[src/core/sdd_pkg.sv]
// Constants, field layouts and types of the strap default decoder
package sdd_pkg;

   // ==========================================================
   // Strap bus layout
   localparam int STRAP_W     = 7;
   localparam int ADV_LO      = 0;  // Advertisement field, 2 bits
   localparam int FC_LO       = 2;  // Flow-control field, 2 bits
   localparam int VIEW_BIT    = 4;  // 1 = fiber-style register view
   localparam int MODDIS_BIT  = 5;  // 1 = module mode disabled
   localparam int SDDIR_BIT   = 6;  // Signal-detect direction

   // Advertisement strap codes
   localparam logic [1:0] ADV_ALL    = 2'h0;
   localparam logic [1:0] ADV_NO1GHD = 2'h1;
   localparam logic [1:0] ADV_10_100 = 2'h2;
   localparam logic [1:0] ADV_1G_FD  = 2'h3;

   // ==========================================================
   // Management register fields
   localparam int REG_W        = 16;
   localparam int A4_10HD      = 5;
   localparam int A4_10FD      = 6;
   localparam int A4_100HD     = 7;
   localparam int A4_100FD     = 8;
   localparam int A4_FC28_LO   = 10;
   localparam int A4_FC37_LO   = 7;
   localparam int A4_XFD       = 5;
   localparam logic [15:0] A4_SELECTOR = 16'h0001;
   localparam int G9_1GHD      = 8;
   localparam int G9_1GFD      = 9;
   localparam int E21_MOD_BIT  = 15;
   localparam int E19_DIR_BIT  = 1;
   localparam int STAT_LOADED  = 8;
   localparam int STAT_MODMODE = 9;

   // ==========================================================
   // APB map
   localparam int ADDR_W = 12;
   localparam int DATA_W = 32;
   localparam logic [11:0] ADDR_ADV  = 12'h000;
   localparam logic [11:0] ADDR_GIG  = 12'h004;
   localparam logic [11:0] ADDR_E21  = 12'h008;
   localparam logic [11:0] ADDR_E19  = 12'h00c;
   localparam logic [11:0] ADDR_STAT = 12'h010;

   // Loader sequence
   typedef enum logic [2:0] {
      ST_HOLD = 3'b001,
      ST_LOAD = 3'b010,
      ST_RUN  = 3'b100
   } sdd_load_e;

endpackage

[src/core/sdd_top.sv]
// Strap decoder and default-loaded management registers on APB
`timescale 1ns/1ps

module sdd_top (
   // Clock and reset
   input  wire logic        core_clk,
   input  wire logic        reset,
   // Board strap pins
   input  wire logic [6:0]  config_strap_pins,
   // APB slave
   input  wire logic        psel,
   input  wire logic        penable,
   input  wire logic        pwrite,
   input  wire logic [11:0] paddr,
   input  wire logic [31:0] pwdata,
   input  wire logic [3:0]  pstrb,
   output logic      [31:0] prdata,
   output logic             pready,
   output logic             pslverr,
   // Shared transmit-disable / soft-reset pin
   input  wire logic        tx_disable_softrst_pin,
   output logic             tx_disable,
   output logic             soft_reset_n,
   // Shared present / clock pin
   input  wire logic        eeprom_released,
   output logic             module_present_out,
   output logic             module_present_oe,
   output logic             mac_ref_clock_out,
   // Shared loss / detect pin
   input  wire logic        signal_detect_pin_in,
   input  wire logic        sig_detect_src,
   output logic             signal_detect_pin_out,
   output logic             signal_detect_pin_oe,
   output logic             rx_loss_of_signal,
   output logic             signal_detect,
   // Register bank contents and modes for the core
   output logic      [15:0] adv_reg,
   output logic      [15:0] gig_ctrl_reg,
   output logic             module_mode,
   output logic             signal_detect_pin_is_output,
   output logic             module_agreement_protocol,
   output logic             defaults_loaded
);

   // ==========================================================
   // Synchronisers for the strap and shared pins

   logic [6:0] strap_s;
   logic [1:0] pins_s;

   sdd_sync #(
      .W        (sdd_pkg::STRAP_W)
   ) u_strap_sync (
      .core_clk (core_clk),
      .async_in (config_strap_pins),
      .sync_out (strap_s)
   );

   sdd_sync #(
      .W        (2)
   ) u_pin_sync (
      .core_clk (core_clk),
      .async_in ({signal_detect_pin_in, tx_disable_softrst_pin}),
      .sync_out (pins_s)
   );

   // ==========================================================
   // Loader sequence: hold in reset, load once, then run

   sdd_pkg::sdd_load_e state_r;
   sdd_pkg::sdd_load_e state_nxt;

   // Next state
   always_comb begin
      state_nxt = state_r;
      unique case (state_r)
         sdd_pkg::ST_HOLD: begin
            state_nxt = sdd_pkg::ST_LOAD;
         end
         sdd_pkg::ST_LOAD: begin
            state_nxt = sdd_pkg::ST_RUN;
         end
         sdd_pkg::ST_RUN: begin
            state_nxt = sdd_pkg::ST_RUN;
         end
         default: begin
            state_nxt = sdd_pkg::ST_HOLD;
         end
      endcase
   end

   // State register
   always_ff @(posedge core_clk) begin
      if (reset) begin
         state_r <= sdd_pkg::ST_HOLD;
      end else begin
         state_r <= state_nxt;
      end
   end

   logic load;
   assign load = (state_r == sdd_pkg::ST_LOAD);

   // ==========================================================
   // Strap capture, one time after reset release

   logic [6:0] strap_r;

   // Captured once; later pin changes are ignored
   always_ff @(posedge core_clk) begin
      if (reset) begin
         strap_r <= 7'h00;
      end else if (state_r == sdd_pkg::ST_HOLD) begin
         strap_r <= strap_s;
      end
   end

   // ==========================================================
   // Default decode from the captured straps

   logic [1:0]  adv_code;
   logic [1:0]  fc_code;
   logic        view_fiber;
   logic        mod_dis;
   logic [15:0] adv_dflt;
   logic [15:0] gig_dflt;
   logic        e21_dflt;
   logic        e19_dflt;

   assign adv_code   = strap_r[sdd_pkg::ADV_LO +: 2];
   assign fc_code    = strap_r[sdd_pkg::FC_LO +: 2];
   assign view_fiber = strap_r[sdd_pkg::VIEW_BIT];
   assign mod_dis    = strap_r[sdd_pkg::MODDIS_BIT];

   // Base advertisement default
   always_comb begin
      adv_dflt = sdd_pkg::A4_SELECTOR;
      if (view_fiber) begin
         adv_dflt[sdd_pkg::A4_XFD] = 1'b1;
         adv_dflt[sdd_pkg::A4_FC37_LO +: 2] = fc_code;
      end else begin
         if (adv_code != sdd_pkg::ADV_1G_FD) begin
            adv_dflt[sdd_pkg::A4_10HD]  = 1'b1;
            adv_dflt[sdd_pkg::A4_10FD]  = 1'b1;
            adv_dflt[sdd_pkg::A4_100HD] = 1'b1;
            adv_dflt[sdd_pkg::A4_100FD] = 1'b1;
         end
         adv_dflt[sdd_pkg::A4_FC28_LO +: 2] = fc_code;
      end
   end

   // Gigabit control default
   always_comb begin
      gig_dflt = 16'h0000;
      unique case (adv_code)
         sdd_pkg::ADV_ALL: begin
            gig_dflt[sdd_pkg::G9_1GHD] = 1'b1;
            gig_dflt[sdd_pkg::G9_1GFD] = 1'b1;
         end
         sdd_pkg::ADV_NO1GHD: begin
            gig_dflt[sdd_pkg::G9_1GFD] = 1'b1;
         end
         sdd_pkg::ADV_10_100: begin
            gig_dflt = 16'h0000;
         end
         sdd_pkg::ADV_1G_FD: begin
            gig_dflt[sdd_pkg::G9_1GFD] = 1'b1;
         end
      endcase
   end

   // Mode bits
   assign e21_dflt = ~mod_dis;
   assign e19_dflt = mod_dis & strap_r[sdd_pkg::SDDIR_BIT];

   // ==========================================================
   // APB decode

   logic        setup;
   logic        access;
   logic        wr_en;
   logic        hit;
   logic        hit_r;
   logic [15:0] wmask;

   assign setup  = psel & ~penable;
   assign access = psel & penable;
   assign wr_en  = access & pwrite & hit_r;
   assign wmask  = {{8{pstrb[1]}}, {8{pstrb[0]}}};

   // Address hit
   always_comb begin
      unique case (paddr)
         sdd_pkg::ADDR_ADV,
         sdd_pkg::ADDR_GIG,
         sdd_pkg::ADDR_E21,
         sdd_pkg::ADDR_E19,
         sdd_pkg::ADDR_STAT: hit = 1'b1;
         default:            hit = 1'b0;
      endcase
   end

   // Zero-wait answer, error on unmapped or status write
   assign pready  = 1'b1;
   assign pslverr = access & (~hit_r | (pwrite &
                    (paddr == sdd_pkg::ADDR_STAT)));

   // Decode held from the setup cycle
   always_ff @(posedge core_clk) begin
      if (reset) begin
         hit_r <= 1'b0;
      end else if (setup) begin
         hit_r <= hit;
      end
   end

   // ==========================================================
   // Register bank: defaults on load, software writes after

   logic [15:0] adv_r;
   logic [15:0] gig_r;
   logic        e21_r;
   logic        e19_r;

   // Base advertisement register
   always_ff @(posedge core_clk) begin
      if (reset) begin
         adv_r <= 16'h0000;
      end else if (load) begin
         adv_r <= adv_dflt;
      end else if (wr_en && paddr == sdd_pkg::ADDR_ADV) begin
         adv_r <= (adv_r & ~wmask) | (pwdata[15:0] & wmask);
      end
   end

   // Gigabit control register
   always_ff @(posedge core_clk) begin
      if (reset) begin
         gig_r <= 16'h0000;
      end else if (load) begin
         gig_r <= gig_dflt;
      end else if (wr_en && paddr == sdd_pkg::ADDR_GIG) begin
         gig_r <= (gig_r & ~wmask) | (pwdata[15:0] & wmask);
      end
   end

   // Extended module-mode bit
   always_ff @(posedge core_clk) begin
      if (reset) begin
         e21_r <= 1'b0;
      end else if (load) begin
         e21_r <= e21_dflt;
      end else if (wr_en && paddr == sdd_pkg::ADDR_E21 && pstrb[1]) begin
         e21_r <= pwdata[sdd_pkg::E21_MOD_BIT];
      end
   end

   // Extended signal-detect direction bit
   always_ff @(posedge core_clk) begin
      if (reset) begin
         e19_r <= 1'b0;
      end else if (load) begin
         e19_r <= e19_dflt;
      end else if (wr_en && paddr == sdd_pkg::ADDR_E19 && pstrb[0]) begin
         e19_r <= pwdata[sdd_pkg::E19_DIR_BIT];
      end
   end

   // ==========================================================
   // Read data, captured in the setup cycle

   logic [31:0] rd_nxt;

   // Read mux
   always_comb begin
      rd_nxt = 32'h0000_0000;
      unique case (paddr)
         sdd_pkg::ADDR_ADV: rd_nxt[15:0] = adv_r;
         sdd_pkg::ADDR_GIG: rd_nxt[15:0] = gig_r;
         sdd_pkg::ADDR_E21: rd_nxt[sdd_pkg::E21_MOD_BIT] = e21_r;
         sdd_pkg::ADDR_E19: rd_nxt[sdd_pkg::E19_DIR_BIT] = e19_r;
         sdd_pkg::ADDR_STAT: begin
            rd_nxt[6:0] = strap_r;
            rd_nxt[sdd_pkg::STAT_LOADED]  = defaults_loaded;
            rd_nxt[sdd_pkg::STAT_MODMODE] = e21_r;
         end
         default: rd_nxt = 32'h0000_0000;
      endcase
   end

   // Read data register
   always_ff @(posedge core_clk) begin
      if (reset) begin
         prdata <= 32'h0000_0000;
      end else if (setup && !pwrite) begin
         prdata <= rd_nxt;
      end
   end

   // ==========================================================
   // Outputs to the core

   // Registered mode and status outputs
   always_ff @(posedge core_clk) begin
      if (reset) begin
         defaults_loaded           <= 1'b0;
         module_agreement_protocol <= 1'b0;
      end else begin
         defaults_loaded           <= load | defaults_loaded;
         module_agreement_protocol <= e21_r;
      end
   end

   assign adv_reg          = adv_r;
   assign gig_ctrl_reg     = gig_r;
   assign module_mode      = e21_r;
   assign signal_detect_pin_is_output = e19_r;

   // ==========================================================
   // Shared pin steering

   sdd_shared_pins u_pins (
      .core_clk              (core_clk),
      .reset                 (reset),
      .module_mode           (e21_r),
      .signal_detect_pin_is_output      (e19_r),
      .tx_disable_pin_s           (pins_s[0]),
      .loss_pin_s            (pins_s[1]),
      .eeprom_released       (eeprom_released),
      .sig_detect_src        (sig_detect_src),
      .tx_disable            (tx_disable),
      .soft_reset_n          (soft_reset_n),
      .rx_loss_of_signal     (rx_loss_of_signal),
      .signal_detect         (signal_detect),
      .module_present_out    (module_present_out),
      .module_present_oe     (module_present_oe),
      .mac_ref_clock_out     (mac_ref_clock_out),
      .signal_detect_pin_out (signal_detect_pin_out),
      .signal_detect_pin_oe  (signal_detect_pin_oe)
   );

endmodule

[src/core/sdd_sync.sv]
// Two-flop synchroniser for pin inputs
`timescale 1ns/1ps
module sdd_sync #(
   parameter int W = 1
) (
   // Clock
   input  wire logic         core_clk,
   // Asynchronous input and synchronised output
   input  wire logic [W-1:0] async_in,
   output logic      [W-1:0] sync_out
);

   logic [W-1:0] meta_r;

   // Free running so the chain is settled when reset ends
   always_ff @(posedge core_clk) begin
      meta_r   <= async_in;
      sync_out <= meta_r;
   end

endmodule

[src/core/sdd_shared_pins.sv]
// Mode-dependent steering of the shared pins
`timescale 1ns/1ps
module sdd_shared_pins (
   // Clock and reset
   input  wire logic core_clk,
   input  wire logic reset,
   // Mode controls from the register bank
   input  wire logic module_mode,
   input  wire logic signal_detect_pin_is_output,
   // Synchronised pin levels and core sources
   input  wire logic tx_disable_pin_s,
   input  wire logic loss_pin_s,
   input  wire logic eeprom_released,
   input  wire logic sig_detect_src,
   // Decoded pin functions
   output logic      tx_disable,
   output logic      soft_reset_n,
   output logic      rx_loss_of_signal,
   output logic      signal_detect,
   // Shared present/clock pin
   output logic      module_present_out,
   output logic      module_present_oe,
   output logic      mac_ref_clock_out,
   // Shared loss/detect pin drive
   output logic      signal_detect_pin_out,
   output logic      signal_detect_pin_oe
);

   // Transmit-disable / soft-reset pin
   always_ff @(posedge core_clk) begin
      if (reset) begin
         tx_disable   <= 1'b0;
         soft_reset_n <= 1'b1;
      end else begin
         tx_disable   <= module_mode & tx_disable_pin_s;
         soft_reset_n <= module_mode | tx_disable_pin_s;
      end
   end

   // Present pin pulled low after release, or clock select
   always_ff @(posedge core_clk) begin
      if (reset) begin
         module_present_out <= 1'b0;
         module_present_oe  <= 1'b0;
         mac_ref_clock_out  <= 1'b0;
      end else begin
         module_present_out <= 1'b0;
         module_present_oe  <= ~module_mode | eeprom_released;
         mac_ref_clock_out  <= ~module_mode;
      end
   end

   // Loss/detect pin meaning and direction
   always_ff @(posedge core_clk) begin
      if (reset) begin
         rx_loss_of_signal     <= 1'b0;
         signal_detect         <= 1'b0;
         signal_detect_pin_out <= 1'b0;
         signal_detect_pin_oe  <= 1'b0;
      end else begin
         rx_loss_of_signal <= module_mode & loss_pin_s;
         signal_detect     <= ~module_mode &
                              (signal_detect_pin_is_output ? sig_detect_src
                                                : loss_pin_s);
         signal_detect_pin_out <= sig_detect_src;
         signal_detect_pin_oe  <= ~module_mode & signal_detect_pin_is_output;
      end
   end

endmodule

[config.mk]
export PLATFORM = sky130hd
export DESIGN_NAME = sdd_top
export DESIGN_NICKNAME = d
export VERILOG_FILES = /design/src/core/sdd_pkg.sv /design/src/core/sdd_top.sv /design/src/core/sdd_sync.sv /design/src/core/sdd_shared_pins.sv
export SDC_FILE = /design/constraint.sdc
export NUM_CORES = 1
export LEC_CHECK = 0
export BUFFER_PORTS_ARGS = -buffer_cell sky130_fd_sc_hd__buf_4
export CAP_MARGIN = 20
export CORE_UTILIZATION = 35
export CTS_BUF_LIST = sky130_fd_sc_hd__clkbuf_8
export CTS_CLUSTER_DIAMETER = 30
export DETAILED_ROUTE_END_ITERATION = 8
export PLACE_DENSITY = 0.64
export SYNTH_ARGS = -nofsm -noshare
export SYNTH_HDL_FRONTEND = slang
export SYNTH_SLANG_ARGS = --single-unit
[constraint.sdc]
create_clock -name core_clk -period 5.3 [get_ports core_clk]
set_input_delay 1.06 -clock core_clk [delete_from_list [all_inputs] [get_ports core_clk]]
set_output_delay 1.06 -clock core_clk [all_outputs]
set_load 0.01 [all_outputs]
# --- Word-level counts from Yosys, hierarchy flattened ---
# Index checks and enable logic that the tools add are counted.
# Widths: inputs -> output; s select.
word_totals:
  regBits: 89
  input_bits: 64
  output_inout_bits: 79
classes:
  n_eq_ne: 11
  muxes: 25
  bitwise_logic: 25
  n_reduce_logical: 18
op_table:
  columns: ["cell", "n"]
  rows:
  - ["$and 16x16->16", 3]
  - ["$or 16x16->16", 2]
  - ["$eq 12x4->1 const B", 2]
  - ["$mux 12", 2]
  - ["$mux 10", 2]
  - ["$not 16->16", 1]
  - ["$pmux 5 s3", 1]
  - ["$eq 12x3->1 const B", 1]
  - ["$eq 12x5->1 const B", 1]
  - ["$logic_not 12->1", 1]
  - ["$and 1x1->1", 11]
  - ["$pmux 5 s2", 1]
  - ["$mux 1", 9]
  - ["$reduce_bool 2->1", 4]
  - ["$logic_and 1x1->1", 7]
  - ["$pmux 1 s3", 2]
  - ["$pmux 2 s3", 1]
  - ["$pmux 3 s2", 1]
  - ["$reduce_or 5->1", 1]
  - ["$eq 2x2->1 const B", 2]
  - ["$mux 2", 2]
  - ["$mux 4", 1]
  - ["$not 1->1", 4]
  - ["$or 1x1->1", 4]
  - ["11 further kinds", 13]

# --- Longest topological paths before layout ---
# Gate-level depths: netlist (run 1).
logic_depth:
  word_depth: 7
  depth_mapped: 8
  depth_no_buf: 5

# --- Modules after synthesis ---
# Synthesis (run 1) repeated with hierarchy kept, for this count alone.
hier_totals:
  hier_cells: 405
  hier_area_um2: 3777.4
modules_own_cells:
  columns: ["module", "n_inst", "cells_each", "area_per_inst_um2", "seq_area_each_um2"]
  rows:
  - ["sdd_top", 1, 367, 3179.3, 1261.2]
  - ["sdd_sync at u_strap_sync", 1, 14, 280.3, 280.3]
  - ["sdd_shared_pins", 1, 20, 237.7, 160.2]
  - ["sdd_sync at u_pin_sync", 1, 4, 80.1, 80.1]

# --- Worst setup path after synthesis (run 1) ---
# OpenSTA, ideal clock, no wires.
synth_timing:
  path_kind: "input to output"
  start: "input paddr[2]"
  end: "output pslverr"
  arrival_time_ns: 2.364
  required_time_ns: 4.240
  setup_slack_ns: 1.876
  path_stages: 6
  n_path_buf: 1
  cell_sequence: "buf_6 nor4_4 nand2_4 nor2_4 a21oi_1 nor2_1"
synth_between:
  elab_chain_cells: 4
synth_lines:
  columns: ["element", "line", "text"]
  rows:
  - ["from (decl)", "sdd_top.sv:14", "input wire logic [11:0] paddr,"]
  - ["$eq 12x5->1", "sdd_top.sv:206", "(paddr == sdd_pkg::ADDR_STAT)));"]
  - ["$and 1x1->1", "sdd_top.sv:205", "assign pslverr = access & (~hit_r | (pwrite &"]
  - ["$or 1x1->1", "sdd_top.sv:205", null]
  - ["$and 1x1->1", "sdd_top.sv:205", null]
  - ["to (decl)", "sdd_top.sv:19", "output logic pslverr,"]
# No other way between the ends.

# --- Worst setup path after layout (run 1) ---
# Ends and elaborated chain as after synthesis.

==> flow_summary_export.csv, run 1 <==
group,metric,value,unit
final_layout,final_layout_size_suffix_gt1_frac,0.3075,
setup_path,cp_max_fo,19,
setup_path,criticalPathCategory,"in -> out",
yosys,async_flop_share,0,
drt,num_vias,2904,
yosys,synth_warnings,0,
setup_path,crit_top_cell,"buf_4",
die,ios,143,
place,dp_worst_setup_slack,1.765,ns
place,dpl.cell_count,585,
setup_path,worstPathArrival,2.46,ns
setup_path,cp-end-kind,"output pin",
timing,fin_worst_skew,0.008480,ns
grt,grt_pass1_vias,2752,
setup_path,slowest_stage,"buf_4",
final_layout,finalNonFillerCells,601,
grt,grt_max_degree,40,
drt,wl,9256,microns
timing,rsz0062_at_grt,"false",
clock_network,tritoncts,"yes",
drt,viasPerCell,4.832,
drt,drtIter0Drc,189,
final_layout,final_common_cell,"buf_4",
outcome,status,"finished clean",
timing,fin_setup_tns,0,ns
timing,slew_viol_final,0,
grt,gr-total-overflow,0,
clock_network,clk_pin_slew_worst_paths,0.08,ns
yosys,synth_edf_count,0,
die,core_region_area,10280,sq um
final_layout,insertedDiodeCount,0,
clock_network,clockBufferDepth,2,
grt,antenna_found_initial,0,
yosys,ys_seq_area_frac,0.4839,
power_and_ir_drop,peakVddDrop,0.1402,mV
die,die_area,10930,sq um
yosys,syn_area,3682,sq um
die,start_util,0.3583,
setup_path,required,4.24,ns
timing,worstMarginPinSlew,1.051,ns
clock_network,cts_num_sinks,89,
clock_network,hold_buffers,0,
final_layout,nFillCells,991,
final_layout,final_cell_mix,"buf_4, dfxtp_1, nor2_1",
job,cap_viol_max_count,0,
setup_path,start_kind,"input port",
final_layout,multiInputGateArea,1688,sq um
timing,relSlewSlack,0.2965,
clock_network,htree_levels,3,
timing,period_minus_slack,3.520,ns
final_layout,seq_area,1782,sq um
clock_network,cts_buffers,9,
yosys,synth.avg_cell_area,10.20,sq um
drt,routedWlPerCell,15.40,microns
place,dp_hpwl,6694,microns
timing,final.period_utilization,0.6642,
timing,fmax,0.2841,GHz
final_layout,nets,524,
clock_network,ctsResizeCount,0,
timing,finalWorstSetupSlack,1.780,ns
timing,finalSetupViolations,0,
clock_network,cts_root_buffer,"clkbuf_8",
setup_path,worstPathCellList,"buf_4 > nor4_4 > buf_4 > nand2_4 > nor2_4 > a21oi_1 > nor2_1 > buf_4",
setup_path,max_stage_delay,0.33,ns
yosys,synth_ff_type,"dfxtp_1",
drt,route.detailed.drc,0,
power_and_ir_drop,leakagePower,0.002133,uW
final_layout,area_delta_synth_final,27.12,%
drt,ant_nets,0,
grt,grt_pass1_wl,14470,microns
place,gp_congestion,0.7977,
clock_network,clk_latency,0.36,ns
timing,holdWs,0.3309,ns
timing,hold_viol_final,0,
yosys,ys_seq_elements,89,
min_path,worstHoldPathType,"reg -> reg",
clock_network,postCtsSetupBuffers,0,
yosys,synth_cell_types,51,
grt,grt_use_total,0.1712,
die,fp.dieH,104.6,microns
die,fp-row-count,37,
die,die_w,104.6,microns
drt,dr.pass1.iters,4,
power_and_ir_drop,p_per_area,298.8,nW/um^2
yosys,synth_cells,361,
place,port_buffers,106,
final timing paths:
check / from / to / slack (ns) / cells past startpoint
hold reg to reg: u_pin_sync.meta_r[0]$_DFF_P_ / u_pin_sync.sync_out[0]$_DFF_P_ / 0.33 / 0
setup reg to reg: state_r[1]$_SDFF_PP0_ / signal_detect_pin_is_output$_SDFFE_PP0P_ / 3.24 / 3
hold / removal: u_pin_sync.meta_r[0]$_DFF_P_ / u_pin_sync.sync_out[0]$_DFF_P_ / 0.33 / 0
setup / recovery: paddr[2] / pslverr / 1.78 / 8
metrics by stage:
step           cell area (sq um)  utilization  power (uW)
6_report                    4681       0.4554        1399
2_1_floorplan               3742            -       868.2
4_1_cts                     4681       0.4554        1410
3_5_place_dp                4477       0.4356       937.3
3_3_place_gp                4477       0.4356       931.1
5_1_grt                     4681       0.4554        1464
synthesized netlist by cell type (all sizes together), types with 2 or more instances:
cell     number  share of area
conb          2         0.0020
o22ai         2         0.0034
or3           3         0.0051
and2          5         0.0085
inv           5         0.0051
o21ai         7         0.0095
nor2b         5         0.0085
mux2i        45           0.12
o2bb2ai       4         0.0095
nand4         3          0.013
buf          27          0.059
o32ai         2         0.0048
a211oi        5          0.014
nand2b        2         0.0054
a21o          2         0.0041
nor3          6         0.0095
nor3b         2         0.0041
a21oi        15          0.020
nand2        10          0.013
nor4b         2         0.0088
nand3         5         0.0082
nor2         61          0.064
clkbuf       10          0.010
dfxtp        89           0.48
a22o         14          0.033
nor4          3          0.013
a22oi        14          0.029
power by group:
group | switching, uW | internal (uW) | total [uW]
Combinational | 106 | 86.9 | 193
Sequential | 27.1 | 702 | 729
Clock | 246 | 231 | 477
Total | 379 | 1020 | 1400
cell type report:
class / instances / share of cell area
clock buffers: 10 / 0.02940
clock inverters: 6 / 0.01417
repair buffers: 109 / 0.1748
well taps: 136 / 0.03635
multi-input cells: 246 / 0.3606
flip-flops and latches: 89 / 0.3806
inverters: 5 / 0.004010
worst max-delay path: cells and delay by family:
family | cells | cell delay [ns]
buffers and inverters | 3 | 0.61
AO/OA/AOI/OAI | 1 | 0.10
AND/OR/NAND/NOR | 4 | 0.68
metal layers:
layer | vias to the layer above | track usage | share of wire | wire, microns
li1 | 1432 | - | - | -
met1 | 1368 | 0.2180 | 0.45 | 4162
met2 | 95 | 0.2772 | 0.47 | 4362
met3 | 9 | 0.04741 | 0.069 | 635
met4 | 0 | 0.06036 | 0.010 | 96
met5 | - | 0 | 0 | 0
logic make-up (layout without fill, tap and decap cells):
family,Yosys count,in the layout,synth area share
DFF,89,89,0.4839
other,2,18,0.002039
AOI/OAI and AO/OA,67,67,0.1369
and+or+nand+nor,115,115,0.1784
buffers and inverters,42,130,0.07407
xor gates and xnor gates,1,1,0.002379
muxes,45,45,0.1223
No activity file was read; power rests on OpenSTA's default activity.
==> inputs of run 2 (changes only) <==
==> constraint.sdc (replaced) <==
create_clock -name core_clk -period 3.7 [get_ports core_clk]
set_input_delay 0.74 -clock core_clk [delete_from_list [all_inputs] [get_ports core_clk]]
set_output_delay 0.74 -clock core_clk [all_outputs]
set_load 0.01 [all_outputs]
==> flow_summary_export.csv, run 2 (same netlist as run 1, synthesis figures left out) <==
group,metric,value,unit
outcome,status,"finished clean",
final_layout,final_common_cell,"buf_4",
job,cap_viol_max_count,0,
clock_network,cts_num_sinks,89,
clock_network,cts_root_buffer,"clkbuf_8",
timing,fin_setup_tns,0,ns
clock_network,cts_buffers,9,
final_layout,area_delta_synth_final,28.68,%
drt,drtIter0Drc,181,
timing,worstMarginPinSlew,1.017,ns
die,fp-row-count,37,
setup_path,crit_start,"paddr[9]",
drt,dr.pass1.iters,5,
setup_path,reg2reg_from,"state_r[1]$_SDFF_PP0_",
power_and_ir_drop,leakagePower,0.002174,uW
setup_path,reg2reg_to,"signal_detect_pin_is_output$_SDFFE_PP0P_",
clock_network,clk_latency,0.36,ns
die,ios,143,
timing,rsz0062_at_grt,"false",
die,core_region_area,10280,sq um
die,fp.dieH,104.6,microns
setup_path,cp_max_fo,6,
setup_path,cp-end-kind,"output pin",
power_and_ir_drop,p_per_area,451.8,nW/um^2
drt,route.detailed.drc,0,
place,placed_area,4484,sq um
timing,final.period_utilization,0.7588,
setup_path,criticalPathCategory,"in -> out",
grt,grt_max_degree,40,
drt,wl,9187,microns
drt,routedWlPerCell,15.26,microns
power_and_ir_drop,peakVddDrop,0.2118,mV
setup_path,worstPathArrival,2.07,ns
final_layout,insertedDiodeCount,0,
grt,grt_pass1_vias,2862,
grt,grt_pass1_wl,14850,microns
drt,viasPerCell,4.826,
clock_network,tritoncts,"yes",
timing,period_minus_slack,2.808,ns
timing,fin_worst_skew,0.01193,ns
setup_path,rrSetupSlack,1.62,ns
place,port_buffers,106,
final_layout,multiInputGateArea,1688,sq um
clock_network,clockBufferDepth,2,
drt,ant_nets,0,
timing,hold_viol_final,0,
grt,antenna_found_initial,0,
setup_path,start_kind,"input port",
clock_network,ctsResizeCount,0,
die,start_util,0.3583,
final_layout,nFillCells,997,
timing,relSlewSlack,0.3221,
final_layout,final_util,0.4610,
place,gp_congestion,0.8114,
timing,holdWs,0.3159,ns
final_layout,seq_area,1782,sq um
min_path,worstHoldPathType,"reg -> reg",
clock_network,hold_buffers,0,
setup_path,endpoint,"pslverr",
final_layout,nets,525,
clock_network,htree_levels,3,
place,dp_hpwl,6717,microns
die,die_w,104.6,microns
setup_path,required,2.96,ns
setup_path,reg2reg_depth,3,
grt,gr-total-overflow,0,
timing,finalSetupViolations,0,
drt,num_vias,2905,
clock_network,postCtsSetupBuffers,0,
timing,slew_viol_final,0,
final_layout,final_cell_mix,"buf_4, dfxtp_1, nor2_1",
grt,grt_use_total,0.1744,
final_layout,final_layout_size_suffix_gt1_frac,0.3069,
die,die_area,10930,sq um
timing,fmax,0.3562,GHz
final_layout,final_area,4738,sq um
clock_network,clk_pin_slew_worst_paths,0.09,ns
-- run 2: changes by cell type in the layout (fill, tap and decap cells not counted) --
cell        delta
bufinv_16      +2
clkinvlp_4     -3
buf_4          +1
clkinv_2       -1
clkbuf_8       +1
inv_1          +1
inv_6          -1
clkinv_4       +1
-- run 2: where the power goes --
group / leakage (uW) / internal (uW) / switching [uW]
Sequential: 0.000728 / 1010 / 39.9
Combinational: 0.00132 / 125 / 150
Clock: 0.000131 / 485 / 336
Total: 0.00217 / 1610 / 526
-- run 2: layout make-up --
class                   instances  area share
inverters                       5    0.003961
flip-flops and latches         89      0.3760
clock inverters                 5     0.02165
well taps                     136     0.03591
multi-input cells             246      0.3562
clock buffers                  11     0.03195
repair buffers                110      0.1743
-- run 2: how the worst min path moves through the flow --
| stage | startpoint | end | slack, ns | cells after the start |
|---|---|---|---|---|
| global placement | u_pin_sync.meta_r[0]$_DFF_P_ | u_pin_sync.sync_out[0]$_DFF_P_ | 0.31 | 0 |
| floorplan | u_pin_sync.meta_r[0]$_DFF_P_ | u_pin_sync.sync_out[0]$_DFF_P_ | 0.31 | 0 |
| CTS | u_pin_sync.meta_r[1]$_DFF_P_ | u_pin_sync.sync_out[1]$_DFF_P_ | 0.32 | 0 |
| finish | u_pin_sync.meta_r[1]$_DFF_P_ | u_pin_sync.sync_out[1]$_DFF_P_ | 0.32 | 0 |
| detailed placement | u_pin_sync.meta_r[1]$_DFF_P_ | u_pin_sync.sync_out[1]$_DFF_P_ | 0.31 | 0 |
| global route | u_pin_sync.meta_r[1]$_DFF_P_ | u_pin_sync.sync_out[1]$_DFF_P_ | 0.34 | 0 |
-- run 2: worst max-delay path: stages --
cell and delay (ns):
buf_4 0.11, nor4_2 0.44, nand2_2 0.23, nor2_4 0.23
a21oi_1 0.09, nor2_1 0.09, buf_4 0.13
-- run 2: layer usage --
| metal | up-vias | share of wire | global-route usage | wire, microns |
|---|---|---|---|---|
| met4 | 0 | 0.018 | 0.06539 | 165 |
| met1 | 1348 | 0.44 | 0.2138 | 4050 |
| met2 | 98 | 0.47 | 0.2852 | 4301 |
| met3 | 15 | 0.073 | 0.05552 | 669 |
| met5 | - | 0 | 0 | 0 |
| li1 | 1444 | - | - | - |
-- run 2: metrics by stage --
stage	power [uW]	setup WS, ns	std cells
final	2141	0.8923	602
after global routing	2243	0.7645	602
after CTS	2159	0.8579	602
after detailed placement	1342	0.8647	586
after global placement	1335	0.8852	586
after floorplan	1244	0.9162	377
